**config.mk**
```make
export PLATFORM = sky130hd
export DESIGN_NAME = ecw_regs
export DESIGN_NICKNAME = d
export VERILOG_FILES = /design/src/logic/ecw_pkg.sv /design/src/logic/ecw_alias.sv /design/src/logic/ecw_regs.sv
export SDC_FILE = /design/constraint.sdc
export NUM_CORES = 1
export LEC_CHECK = 0
export BUFFER_PORTS_ARGS = -buffer_cell sky130_fd_sc_hd__buf_2
export CORE_UTILIZATION = 45
export DETAILED_ROUTE_END_ITERATION = 7
export GPL_ROUTABILITY_DRIVEN = 0
export PLACE_DENSITY = 0.6
export SLEW_MARGIN = 20
export SYNTH_ARGS = -nofsm -noshare
export SYNTH_HDL_FRONTEND = slang
export SYNTH_SLANG_ARGS = --single-unit
```
**constraint.sdc**
```tcl
create_clock -name CLK -period 5.2 [get_ports CLK]
set_input_delay 1.04 -clock CLK [delete_from_list [all_inputs] [get_ports CLK]]
set_output_delay 1.04 -clock CLK [all_outputs]
set_load 0.02 [all_outputs]
```
**src/logic/ecw_pkg.sv**
```systemverilog
// Constants, field layouts and carrier types of the receive watermark and flag register bank.
// Assumes an APB master on the software side and a receive datapath that reports count steps.
// ==========================================================================
// Summary of operation
// RULE_01 - Each register except status also answers at clear, set and invert aliases.
// RULE_02 - Full watermark bits 23-16 compare with count, drive full flag and flow control.
// RULE_03 - Empty watermark bits 7-0 compare with count, drive empty flag, release flow.
// RULE_04 - Software should program the full watermark above the empty watermark.
// RULE_05 - Transmit bus-error flag bit 14 sets on a transmit DMA bus error.
// RULE_06 - Receive bus-error flag bit 13 sets on a receive DMA bus error.
// RULE_07 - Bus-error flags stay set until reset or a one through the clear alias; the code also drops them on a plain write of zero or an invert write of one.
// RULE_08 - Empty-watermark flag bit 9 sets while count is at or below empty watermark.
// RULE_09 - Empty flag clears on hardware count increment; software writes do nothing.
// RULE_10 - Full-watermark flag bit 8 sets while count is at or above full watermark.
// RULE_11 - Writing the decrement bit lowers the count and clears the full flag.
// RULE_12 - Software should change flags only through the alias addresses.
// RULE_13 - Unimplemented bits read zero and ignore writes.
// RULE_14 - All registers are zero in reset; the first edge after it sets flags bits 9 and 8, as count 0 meets both watermarks.
// RULE_15 - Interrupt output is high while any flag meets its enable bit.
// RULE_16 - Automatic flow control holds from full watermark until count falls to empty.
package ecw_pkg;
  // ==========================================================================
  // Register map
  localparam logic [15:0] OFS_PRIMARY_CONTROL = 16'h2000;
  localparam logic [15:0] OFS_RX_BUFFER_SIZE = 16'h2010;
  localparam logic [15:0] OFS_TX_DESC_START = 16'h2020;
  localparam logic [15:0] OFS_RX_DESC_START = 16'h2030;
  localparam logic [15:0] OFS_HASH_LOW = 16'h2040;
  localparam logic [15:0] OFS_HASH_HIGH = 16'h2050;
  localparam logic [15:0] OFS_PATTERN_MASK_LOW = 16'h2060;
  localparam logic [15:0] OFS_PATTERN_MASK_HIGH = 16'h2070;
  localparam logic [15:0] OFS_PATTERN_CHECKSUM = 16'h2080;
  localparam logic [15:0] OFS_PATTERN_OFFSET = 16'h2090;
  localparam logic [15:0] OFS_RX_FILTER_CONFIG = 16'h20a0;
  localparam logic [15:0] OFS_RX_WATERMARKS = 16'h20b0;
  localparam logic [15:0] OFS_IRQ_ENABLES = 16'h20c0;
  localparam logic [15:0] OFS_IRQ_FLAGS = 16'h20d0;
  localparam logic [15:0] OFS_CONTROLLER_STATUS = 16'h20e0;
  localparam logic [15:0] OFS_RX_OVERFLOW_COUNT = 16'h2100;
  localparam int NUM_REGS = 16;
  // ==========================================================================
  // Alias codes in address bits 3:2
  localparam logic [1:0] ALIAS_PLAIN = 2'h0;
  localparam logic [1:0] ALIAS_CLR = 2'h1;
  localparam logic [1:0] ALIAS_SET = 2'h2;
  localparam logic [1:0] ALIAS_INV = 2'h3;
  // ==========================================================================
  // Implemented bits of each register, in map order
  localparam logic [31:0] IMPL_MASK [NUM_REGS] = '{
    32'hffff_a391, 32'h0000_07f0, 32'hffff_fffc, 32'hffff_fffc,
    32'hffff_ffff, 32'hffff_ffff, 32'hffff_ffff, 32'hffff_ffff,
    32'h0000_ffff, 32'h0000_ffff, 32'h0000_ffff, 32'h00ff_00ff,
    32'h0000_63ef, 32'h0000_63ef, 32'h00ff_e0e0, 32'h0000_ffff};
  localparam logic [31:0] REG_RESET = 32'h0000_0000;
  // ==========================================================================
  // Field positions
  localparam int BIT_DECREMENT = 0;
  localparam int BIT_AUTO_FC = 7;
  localparam int BIT_FULL_FLAG = 8;
  localparam int BIT_EMPTY_FLAG = 9;
  localparam int BIT_RX_BUS_ERR = 13;
  localparam int BIT_TX_BUS_ERR = 14;
  localparam int FULL_WM_LSB = 16;
  localparam int EMPTY_WM_LSB = 0;
  localparam int COUNT_LSB = 16;
  localparam int STATUS_IDX = 14;
  localparam int FLAGS_IDX = 13;
  localparam int ENABLES_IDX = 12;
  localparam int WM_IDX = 11;
  localparam int CTRL_IDX = 0;
  localparam int OVF_IDX = 15;
  // Event flags other than the watermark and bus-error ones, set by datapath pulses.
  localparam logic [31:0] EVENT_FLAG_MASK = 32'h0000_00ef;
  // ==========================================================================
  // Carrier types
  typedef struct packed {
    logic tx_bus_error;
    logic rx_bus_error;
    logic count_increment;
    logic overflow_pulse;
    logic [7:0] other_events;
  } ecw_events_type;
  typedef struct packed {
    logic [31:0] prdata;
    logic pready;
    logic pslverr;
  } ecw_apb_resp_type;
endpackage : ecw_pkg

```
**src/logic/ecw_alias.sv**
```systemverilog
// Alias write combiner for one register word.
// Assumes the caller gives the alias code from address bits 3:2.
// ==========================================================================
module ecw_alias (
  input wire logic [1:0] alias_code,
  input wire logic [31:0] old_value,
  input wire logic [31:0] wdata,
  input wire logic [31:0] impl_mask,
  output logic [31:0] new_value
);
  import ecw_pkg::*;
  always_comb begin
    unique case (alias_code)
      ALIAS_PLAIN: new_value = wdata; // [RULE_01]
      ALIAS_CLR: new_value = old_value & ~wdata; // [RULE_01]
      ALIAS_SET: new_value = old_value | wdata; // [RULE_01]
      ALIAS_INV: new_value = old_value ^ wdata; // [RULE_01]
    endcase
    new_value = new_value & impl_mask; // [RULE_13]
  end
endmodule : ecw_alias

```
**src/logic/ecw_regs.sv**
```systemverilog
// Register bank with watermark comparison, event flags and automatic flow control.
// Assumes an APB master on CLK and single-cycle event pulses from the DMA and receive logic.
// ==========================================================================
//
// Decided for this implementation: the APB register port.
module ecw_regs (
  input wire logic CLK,
  input wire logic ARST_N,
  input wire logic PSEL,
  input wire logic PENABLE,
  input wire logic PWRITE,
  input wire logic [15:0] PADDR,
  input wire logic [31:0] PWDATA,
  input wire ecw_pkg::ecw_events_type EVENTS,
  output logic [31:0] PRDATA,
  output logic PREADY,
  output logic PSLVERR,
  output logic IRQ,
  output logic FLOW_CONTROL,
  output logic [7:0] RX_BUFFER_COUNT,
  output logic [31:0] PRIMARY_CONTROL
);
  import ecw_pkg::*;

  typedef struct packed {
    logic [NUM_REGS-1:0][31:0] regs;
    logic [7:0] count;
    logic flow;
    logic irq;
    ecw_apb_resp_type resp;
  } ecw_state_type;

  ecw_state_type st_q;
  ecw_state_type st_d;
  logic [31:0] alias_value;
  logic [3:0] sel_idx;
  logic sel_hit;
  logic sel_status;
  logic access;
  logic [1:0] alias_code;

  // ==========================================================================
  // Address decode
  function automatic logic [4:0] decode_index(input logic [15:0] addr);
    logic [4:0] r;
    r = 5'h10;
    for (int i = 0; i < NUM_REGS; i++) begin
      if (i < 15 && addr[15:4] == OFS_PRIMARY_CONTROL[15:4] + 12'(i)) begin
        r = 5'(i);
      end
    end
    if (addr[15:4] == OFS_RX_OVERFLOW_COUNT[15:4]) begin
      r = 5'(OVF_IDX);
    end
    return r;
  endfunction : decode_index

  logic [4:0] dec;
  assign dec = decode_index(PADDR);
  assign sel_idx = dec[3:0];
  assign sel_hit = ~dec[4];
  assign alias_code = PADDR[3:2];
  // Status has no aliases, so only its plain word is mapped.
  assign sel_status = sel_hit && (32'(sel_idx) == STATUS_IDX); // [RULE_01]
  assign access = PSEL && PENABLE && !st_q.resp.pready;

  ecw_alias u_alias (
    .alias_code(alias_code),
    .old_value(st_q.regs[sel_idx]),
    .wdata(PWDATA),
    .impl_mask(IMPL_MASK[sel_idx]),
    .new_value(alias_value)
  );

  // ==========================================================================
  // Next state
  always_comb begin
    logic valid;
    logic dec_req;
    logic [31:0] flags;
    logic [7:0] full_wm;
    logic [7:0] empty_wm;
    st_d = st_q;
    valid = sel_hit && !(sel_status && alias_code != ALIAS_PLAIN) && (PADDR[1:0] == 2'h0);
    dec_req = 1'b0;
    flags = 32'h0000_0000;
    full_wm = 8'h00;
    empty_wm = 8'h00;
    st_d.resp.pready = access;
    st_d.resp.pslverr = access && !valid;
    st_d.resp.prdata = 32'h0000_0000;
    if (access && valid && !PWRITE) begin
      st_d.resp.prdata = st_q.regs[sel_idx] & IMPL_MASK[sel_idx]; // [RULE_13]
    end
    if (access && valid && PWRITE && !sel_status) begin
      st_d.regs[sel_idx] = alias_value;
      if (32'(sel_idx) == CTRL_IDX) begin
        dec_req = alias_value[BIT_DECREMENT];
        // The decrement bit is a strobe and never holds a value.
        st_d.regs[CTRL_IDX][BIT_DECREMENT] = 1'b0; // [RULE_11]
      end
      if (32'(sel_idx) == FLAGS_IDX) begin
        // Watermark flags ignore software, so they keep their old value here.
        st_d.regs[FLAGS_IDX][BIT_FULL_FLAG] = st_q.regs[FLAGS_IDX][BIT_FULL_FLAG]; // [RULE_11]
        st_d.regs[FLAGS_IDX][BIT_EMPTY_FLAG] = st_q.regs[FLAGS_IDX][BIT_EMPTY_FLAG]; // [RULE_09]
      end
    end
    // Count tracking; an increment and a decrement together cancel out.
    if (EVENTS.count_increment && !dec_req && st_q.count != 8'hff) begin
      st_d.count = st_q.count + 8'h01;
    end else if (dec_req && !EVENTS.count_increment && st_q.count != 8'h00) begin
      st_d.count = st_q.count - 8'h01; // [RULE_11]
    end
    if (EVENTS.overflow_pulse && st_q.regs[OVF_IDX][15:0] != 16'hffff) begin
      st_d.regs[OVF_IDX][15:0] = st_d.regs[OVF_IDX][15:0] + 16'h0001;
    end
    st_d.regs[STATUS_IDX] = 32'h0000_0000;
    st_d.regs[STATUS_IDX][COUNT_LSB +: 8] = st_d.count;
    // Compare with the watermarks as written this cycle, so the flags never lag a new setting.
    full_wm = st_d.regs[WM_IDX][FULL_WM_LSB +: 8];
    empty_wm = st_d.regs[WM_IDX][EMPTY_WM_LSB +: 8];
    flags = st_d.regs[FLAGS_IDX];
    // Hardware sets win over a clear written in the same cycle.
    flags = flags | (32'(EVENTS.other_events) & EVENT_FLAG_MASK);
    if (EVENTS.tx_bus_error) begin
      flags[BIT_TX_BUS_ERR] = 1'b1; // [RULE_05] [RULE_07]
    end
    if (EVENTS.rx_bus_error) begin
      flags[BIT_RX_BUS_ERR] = 1'b1; // [RULE_06] [RULE_07]
    end
    if (dec_req) begin
      flags[BIT_FULL_FLAG] = 1'b0; // [RULE_11]
    end
    if (st_d.count >= full_wm) begin
      flags[BIT_FULL_FLAG] = 1'b1; // [RULE_02] [RULE_10]
    end
    if (EVENTS.count_increment) begin
      flags[BIT_EMPTY_FLAG] = 1'b0; // [RULE_09]
    end
    if (st_d.count <= empty_wm) begin
      flags[BIT_EMPTY_FLAG] = 1'b1; // [RULE_03] [RULE_08]
    end
    st_d.regs[FLAGS_IDX] = flags & IMPL_MASK[FLAGS_IDX]; // [RULE_13]
    // Hysteresis: on at full watermark, off at empty watermark.
    if (!st_q.regs[CTRL_IDX][BIT_AUTO_FC]) begin
      st_d.flow = 1'b0;
    end else if (st_d.count >= full_wm) begin
      st_d.flow = 1'b1; // [RULE_02] [RULE_16]
    end else if (st_d.count <= empty_wm) begin
      st_d.flow = 1'b0; // [RULE_03] [RULE_16]
    end
    st_d.irq = |(st_d.regs[FLAGS_IDX] & st_d.regs[ENABLES_IDX]); // [RULE_15]
  end

  // ==========================================================================
  // State register
  always_ff @(posedge CLK or negedge ARST_N) begin
    if (!ARST_N) begin
      st_q <= '0; // [RULE_14]
    end else begin
      st_q <= st_d;
    end
  end

  assign PRDATA = st_q.resp.prdata;
  assign PREADY = st_q.resp.pready;
  assign PSLVERR = st_q.resp.pslverr;
  assign IRQ = st_q.irq;
  assign FLOW_CONTROL = st_q.flow;
  assign RX_BUFFER_COUNT = st_q.count;
  assign PRIMARY_CONTROL = st_q.regs[CTRL_IDX];
endmodule : ecw_regs

```
==> results of run 1 <==
-- power by group through the flow --
stage / sequential (W) / clock (W) / combinational, W
after global placement: 0.00419 / 0 / 0.00100
after floorplan: 0.00411 / 0 / 0.000597
after CTS: 0.00412 / 0.00421 / 0.00113
after detailed placement: 0.00419 / 0 / 0.00103
after global routing: 0.00413 / 0.00437 / 0.00129
final: 0.00413 / 0.00416 / 0.00120
-- worst max-delay path, cell delays in order --
cell      delay (ps)
buf_6             90
or4_4            550
nor2_4           230
buf_6            160
and3_4           180
a211oi_2          40
a31o_2           220
a21oi_2          140
or3b_4           400
ha_4             170
inv_2             30
mux4_2           300
nand3_4          100
and3b_2          310
nand2_2           80
o32ai_4          240
xor2_1           260
ha_1             300
a21o_1           190
a211oi_2         200
o21ai_1          120
a21oi_2          240
o21ai_1          130
a222oi_1         270
nand3_1          110
-- synthesized netlist by cell type, types with 11 or more instances --
| library cell | instances | area share, % |
|---|---|---|
| o21ai_0 | 305 | 6.0 |
| mux4_2 | 110 | 9.8 |
| and2_1 | 150 | 3.7 |
| a21oi_1 | 38 | 0.75 |
| a22oi_1 | 36 | 1.1 |
| a211o_1 | 19 | 0.66 |
| nor2b_1 | 14 | 0.35 |
| ha_1 | 84 | 4.1 |
| buf_2 | 37 | 0.73 |
| nor2_1 | 53 | 0.78 |
| buf_4 | 74 | 2.2 |
| o21a_1 | 25 | 0.74 |
| and3_1 | 17 | 0.42 |
| dfrtp_1 | 503 | 50 |
| nand4_1 | 28 | 0.69 |
| xnor2_1 | 11 | 0.38 |
| a222oi_1 | 21 | 0.83 |
| nor3_1 | 16 | 0.32 |
| a211oi_1 | 26 | 0.77 |
| xor2_1 | 16 | 0.55 |
| clkbuf_1 | 116 | 1.7 |
| nand3_1 | 50 | 0.99 |
| nand2_1 | 365 | 5.4 |
| inv_1 | 97 | 1.4 |
-- cell type report --
class	instances	area, µm²	area share (%)
Sequential cell	503	12600	41.3
Tap cell	748	936	3.07
Inverter	97	364	1.20
Timing Repair Buffer	418	3170	10.4
Clock buffer	77	1570	5.15
Multi-Input combinational cell	1553	11500	37.7
Clock inverter	20	360	1.18
-- sequential cells by signal (all words and copies together) (netlist names) --
register,count
PREADY,1
PSLVERR,1
st_q,427
RX_BUFFER_COUNT,8
PRDATA,32
PRIMARY_CONTROL,32
FLOW_CONTROL,1
IRQ,1
-- layer usage --
layer | GRT usage [%] | vias up | wire [µm]
met3 | 5.51 | 167 | 6950
met5 | 0 | - | 0
met1 | 41.4 | 10200 | 35700
met2 | 44.8 | 958 | 37300
li1 | - | 8840 | -
met4 | 9.89 | 0 | 2800
-- cells by family after synthesis --
logic type | synth area share, %
buf+inv | 6.41
simple gates | 14.6
xor+xnor | 0.932
compound gates | 13.7
flops | 49.6
fa+ha+maj | 4.14
mux | 10.6
-- per-stage QoR --
stage	TNS, ps	hold slack, ps
finish	-634	476
global route	-1150	484
CTS	-269	478
detailed placement	-22430	466
global placement	-19760	456
floorplan	-1650	442
-- what timing repair did --
action                     in CTS  in global routing
pin swaps                      22                 19
setup endpoints to repair       6                 10
gates cloned                    2                  0
gates resized for setup        26                 28
buffers inserted               11                  6
-- path summary, 6_finish.rpt --
check                             end  cells after the start
min in group asynchronous   st_q[239]                      1
setup / recovery                  IRQ                     25
setup reg to reg                  IRQ                     21
max in group asynchronous  PRDATA[14]                      2
hold / removal              st_q[143]                      2
hold reg to reg             st_q[143]                      2
==> summary.md, run 1 <==
| Metric | Value |
|---|---|
| Switching part of the total | `25.8%` |
| Netlist cell types | `81` |
| Overall Global Routing Usage | `29.2%` |
| Grt total ovfl | `0` |
| Top Ports | `141` |
| Core area | `0.0554 mm²` |
| Vias per cell | `5.89` |
| RSZ-0062 raised after global routing | `true` |
| Placed cell area | `0.0281 mm²` |
| Post-synthesis register bit count | `503` |
| Worst skew pair latency | `620 ps` |
| Largest net degree at the start of global routing | `119` |
| Placed cell count | `3300` |
| Syn nets | `2542` |
| Failing checks | `DRC, setup timing` |
| Switching power | `0.00245 W` |
| Final Hold Fails | `0` |
| Ys flop type | `dfrtp_1` |
| Overall power | `0.00948 W` |
| HP Class | `flip-flop to flip-flop` |
| Final Skew | `22.7 ps` |
| Routed Antenna Nets | `0` |
| Final HPWL DP | `57700 µm` |
| Row count | `86` |
| Antenna violations before repair | `0` |
| Power per cell area | `311 mW/mm²` |
| Non-filler cells, final | `3416` |
| Post-layout util | `55.0%` |
| Synth async-reset ratio | `100%` |
| Critical path startpoint | `PADDR[11]` |
| Layout overhead on the synthesized area | `20.1%` |
| Clock root cell | `clkbuf_16` |
| Initial Utilization | `45.8%` |
| First-iteration detailed-routing DRC count | `2105` |
| Routed WL | `82700 µm` |
| Die X | `239 µm` |
| Post-synth EDFFs | `0` |
| Setup Crit Path Kind | `input port to flip-flop` |
| Final setup vio count | `4` |
| Hold_buf cts | `0` |
| Clock power frac | `43.8%` |
| Nature of the critical path endpoint | `flip-flop` |
| RR Startpoint | `st_q[364]` |
| Status | `complete, but fails checks` |
| Internal | `0.00703 W` |
| Least-Margin Pin Slew | `1020 ps` |
| CTS tree | `built` |
| IO Port Bufs | `139` |
| Remaining DRCs | `9` |
| Minimum clock period | `5630 ps` |
| Fill cells | `4664` |
| CTS Sinks | `503` |
| FF-to-FF setup slack | `670 ps` |
| Pre-CTS WS | `-1060 ps` |
| Final Max Tran Viols | `0` |
| Worst endpoint required time | `5680 ps` |
| Syn Area/Cell | `10.6 µm²` |
| Vias | `20100` |
| Min-delay src | `st_q[143]` |
| Mapped cell area | `0.0254 mm²` |
| Pre-antenna DRT Iters | `8` |
| Crit Path Max Fanout | `6` |
| IR drop worst, VDD | `0.253 mV` |
| Number of buffers created by CTS | `53` |
| Fin crit share | `108%` |
| Combinational group share of total power | `12.6%` |
| Finished Cell Area | `0.0305 mm²` |
| Ant. Diodes | `0` |
| Layout cells sized above 1 | `26.2%` |
| Post-Synthesis Cells | `2393` |
| Slew margin rel. | `31.5%` |
| Die ar. | `0.0573 mm²` |
| Most frequent cells in the layout | `dfrtp_1 (503), nand2_1 (362), o21ai_0 (298)` |
| Nets | `2775` |
| Max-cap violations | `0` |
| Vias in the first global route | `19800` |
| WL/cell | `24.2 µm` |
| H-tree levels | `2` |
| Max clock buf depth | `3` |
| Crit path arrival time | `6110 ps` |
| Part of the Yosys area used for sequential elements | `49.6%` |
| YS warnings | `0` |
| Highest Clock Rate | `178 MHz` |
| Final setup margin | `-431 ps` |
| Sequential group share of total power | `43.6%` |
| Most common cell after layout, fill and taps aside | `dfrtp_1` |
| Clk pin slew, worst setup/hold paths | `50 ps` |
| Static leakage | `14.3 nW` |
| First-pass GRT wire length | `125000 µm` |
| Die height | `239 µm` |
| Worst Setup Start Kind | `input port` |
Power figures use the tool's default switching activity.
==> run 2, diff against run 1 <==
--- a/config.mk
+++ b/config.mk
@@ -10,6 +10,7 @@
 export DETAILED_ROUTE_END_ITERATION = 7
 export GPL_ROUTABILITY_DRIVEN = 0
 export PLACE_DENSITY = 0.6
+export RECOVER_POWER = 25
 export SLEW_MARGIN = 20
 export SYNTH_ARGS = -nofsm -noshare
 export SYNTH_HDL_FRONTEND = slang
==> run 2 against run 1 <==
  * The run ends with capacitance limit, slew limit, setup timing left
  * First-iteration DRC count rose by 1.0%
  * Total power barely moved
  * Fmax shrank 0.20%
  * Count of clock-buffer cells in the layout stayed put
  * Wire length rose by 0.15%
  * Largest cell class unchanged
  * Die area unchanged
  * Sequential power barely moved
  * Combinational power about the same
  * Cell count unchanged
  * Sequential share of layout area is 0.075 points higher
  * Final area decreased by 0.18%
  * Highest routed layer unchanged
==> summary.md, run 2 (synthesis results as in run 1) <==
| Metric | Value |
|---|---|
| Status | `complete, but fails checks` |
| Failing checks | `capacitance limit, slew limit, setup timing` |
| Final HPWL DP | `57700 µm (unchanged)` |
| Max clock buf depth | `3 (unchanged)` |
| Layout overhead on the synthesized area | `19.9%` |
| Setup Crit Path Kind | `input port to flip-flop` |
| First-iteration detailed-routing DRC count | `2127 (+1.0%)` |
| First-pass GRT wire length | `125000 µm (unchanged)` |
| Crit Path Max Fanout | `6 (unchanged)` |
| CTS Sinks | `503 (unchanged)` |
| Fill cells | `4670 (+0.13%)` |
| Final Max Tran Viols | `346 (+346)` |
| TNS Setup | `-668 ps (-34.6 ps)` |
| FF-to-FF setup slack | `670 ps (about the same)` |
| Final setup margin | `-442 ps (-11.3 ps)` |
| Pre-antenna DRT Iters | `8 (unchanged)` |
| Max FFs per register | `427 (unchanged)` |
| Ant. Diodes | `0 (unchanged)` |
| Least-Margin Pin Slew | `2640 ps (+1620 ps)` |
| Most common cell after layout, fill and taps aside | `dfrtp_1` |
| Clk pin slew, worst setup/hold paths | `60 ps (about the same)` |
| Slowest CP cell | `or4_4` |
| RR Startpoint | `st_q[364]` |
| Initial Utilization | `45.8% (unchanged)` |
| Routed Antenna Nets | `0 (unchanged)` |
| Layout cells sized above 1 | `26.2% (unchanged)` |
| Die X | `239 µm (unchanged)` |
| Biggest register | `st_q` |
| Crit path arrival time | `6120 ps (about the same)` |
| Reg2reg path depth | `21 (unchanged)` |
| Core area | `0.0554 mm² (unchanged)` |
| Crit path to | `IRQ` |
| Largest net degree at the start of global routing | `119 (unchanged)` |
| Final Hold Fails | `0 (unchanged)` |
| Nature of the critical path endpoint | `flip-flop` |
| Worst endpoint required time | `5680 ps (about the same)` |
| Antenna violations before repair | `0 (unchanged)` |
| Slew margin rel. | `-76.0% (-110 points)` |
| Die height | `239 µm (unchanged)` |
| Final Skew | `22.4 ps (-0.371 ps)` |
| Clock root cell | `clkbuf_16` |
| RSZ-0062 raised after global routing | `true` |
| Reg2reg end | `IRQ` |
| Worst Setup Start Kind | `input port` |
| Critical path startpoint | `PADDR[11]` |
| Static leakage | `14.3 nW (-0.13%)` |
| Top Ports | `141 (unchanged)` |
| Overall Global Routing Usage | `29.2% (unchanged)` |
| IO Port Bufs | `139 (unchanged)` |
| Highest Clock Rate | `177 MHz (-0.20%)` |
| Placed cell count | `3300 (unchanged)` |
| IR drop worst, VDD | `0.254 mV (+0.12%)` |
| Fin crit share | `109% (+0.22 points)` |
| Grt total ovfl | `0 (unchanged)` |
| Row count | `86 (unchanged)` |
| Slowest stage delay, CP | `550 ps (about the same)` |
| Vias in the first global route | `19800 (unchanged)` |
| Remaining DRCs | `0 (-9)` |
| CTS tree | `built` |
| Vias | `20100 (-0.050%)` |
| Power per cell area | `312 mW/mm² (+0.20%)` |
| Most frequent cells in the layout | `dfrtp_1 (503), nand2_1 (362), o21ai_0 (298)` |
| Hold_buf cts | `0 (unchanged)` |
| Pre-CTS WS | `-1060 ps (unchanged)` |
| Minimum clock period | `5640 ps (+11.3 ps)` |
| Die ar. | `0.0573 mm² (unchanged)` |
| Vias per cell | `5.89 (about the same)` |
| Placed cell area | `0.0281 mm² (unchanged)` |
| Non-filler cells, final | `3416 (unchanged)` |
| Overall power | `0.00948 W (about the same)` |
| Routed WL | `82800 µm (+0.15%)` |
| H-tree levels | `2 (unchanged)` |
| HP Class | `flip-flop to flip-flop` |
| Number of buffers created by CTS | `53 (unchanged)` |
| WL/cell | `24.2 µm (+0.15%)` |
| Nets | `2775 (unchanged)` |
| Final setup vio count | `4 (unchanged)` |
| Worst skew pair latency | `620 ps (about the same)` |
| Max-cap violations | `4 (+4)` |
| Finished Cell Area | `0.0304 mm² (-0.18%)` |
run 2: stage by stage:
step           hold WS [ps]  utilization (%)
2_1_floorplan           442                -
3_3_place_gp            456             50.7
3_5_place_dp            466             50.7
4_1_cts                 478             54.7
5_1_grt                 484             54.9
6_report                477             54.9
run 2: where the power goes:
group	switching, W	leakage, nW	internal (W)
registers	0.000158	6.95	0.00397
logic	0.000675	6.41	0.000518
clock network	0.00162	0.946	0.00254
total	0.00245	14.3	0.00703
run 2: per-layer routing:
metal / track usage [%] / up-vias / share of wire [%]
met3: 5.51 / 172 / 8.3
met4: 9.89 / 0 / 3.5
li1: - / 8843 / -
met5: 0 / - / 0
met1: 41.4 / 10200 / 43
met2: 44.8 / 939 / 45
run 2: cell type report:
type / count / area (µm²) / area share [%]
sequential: 503 / 12600 / 41.4
multi-input combinational: 1553 / 11500 / 37.7
timing repair buffer: 418 / 3120 / 10.3
clock buffer: 77 / 1570 / 5.16
tap: 748 / 936 / 3.08
inverter: 97 / 364 / 1.20
clock inverter: 20 / 360 / 1.18
run 2: repair_timing:
action | CTS | global route
setup buffers | 11 | 6
setup endpoints to repair | 6 | 10
pin swaps | 22 | 19
cloned | 2 | 0
gates resized for setup | 26 | 28
run 2: how the worst min path moves through the flow:
stage	from	to	cells past startpoint	slack (ps)
detailed placement	st_q[279]	st_q[279]	2	470
floorplan	st_q[236]	st_q[236]	2	440
global route	st_q[148]	st_q[148]	2	480
finish	st_q[110]	st_q[110]	2	480
global placement	st_q[171]	st_q[171]	2	460
CTS	st_q[148]	st_q[148]	2	480
run 2: critical path, delay by kind of cell:
| kind | cells | cell delay, ps |
|---|---|---|
| AO/OA/AOI/OAI | 10 | 1800 |
| XOR/XNOR | 1 | 260 |
| adder cells (fa/ha/maj) | 2 | 470 |
| buffers and inverters | 3 | 280 |
| multiplexers | 1 | 300 |
| AND/OR/NAND/NOR | 8 | 1970 |
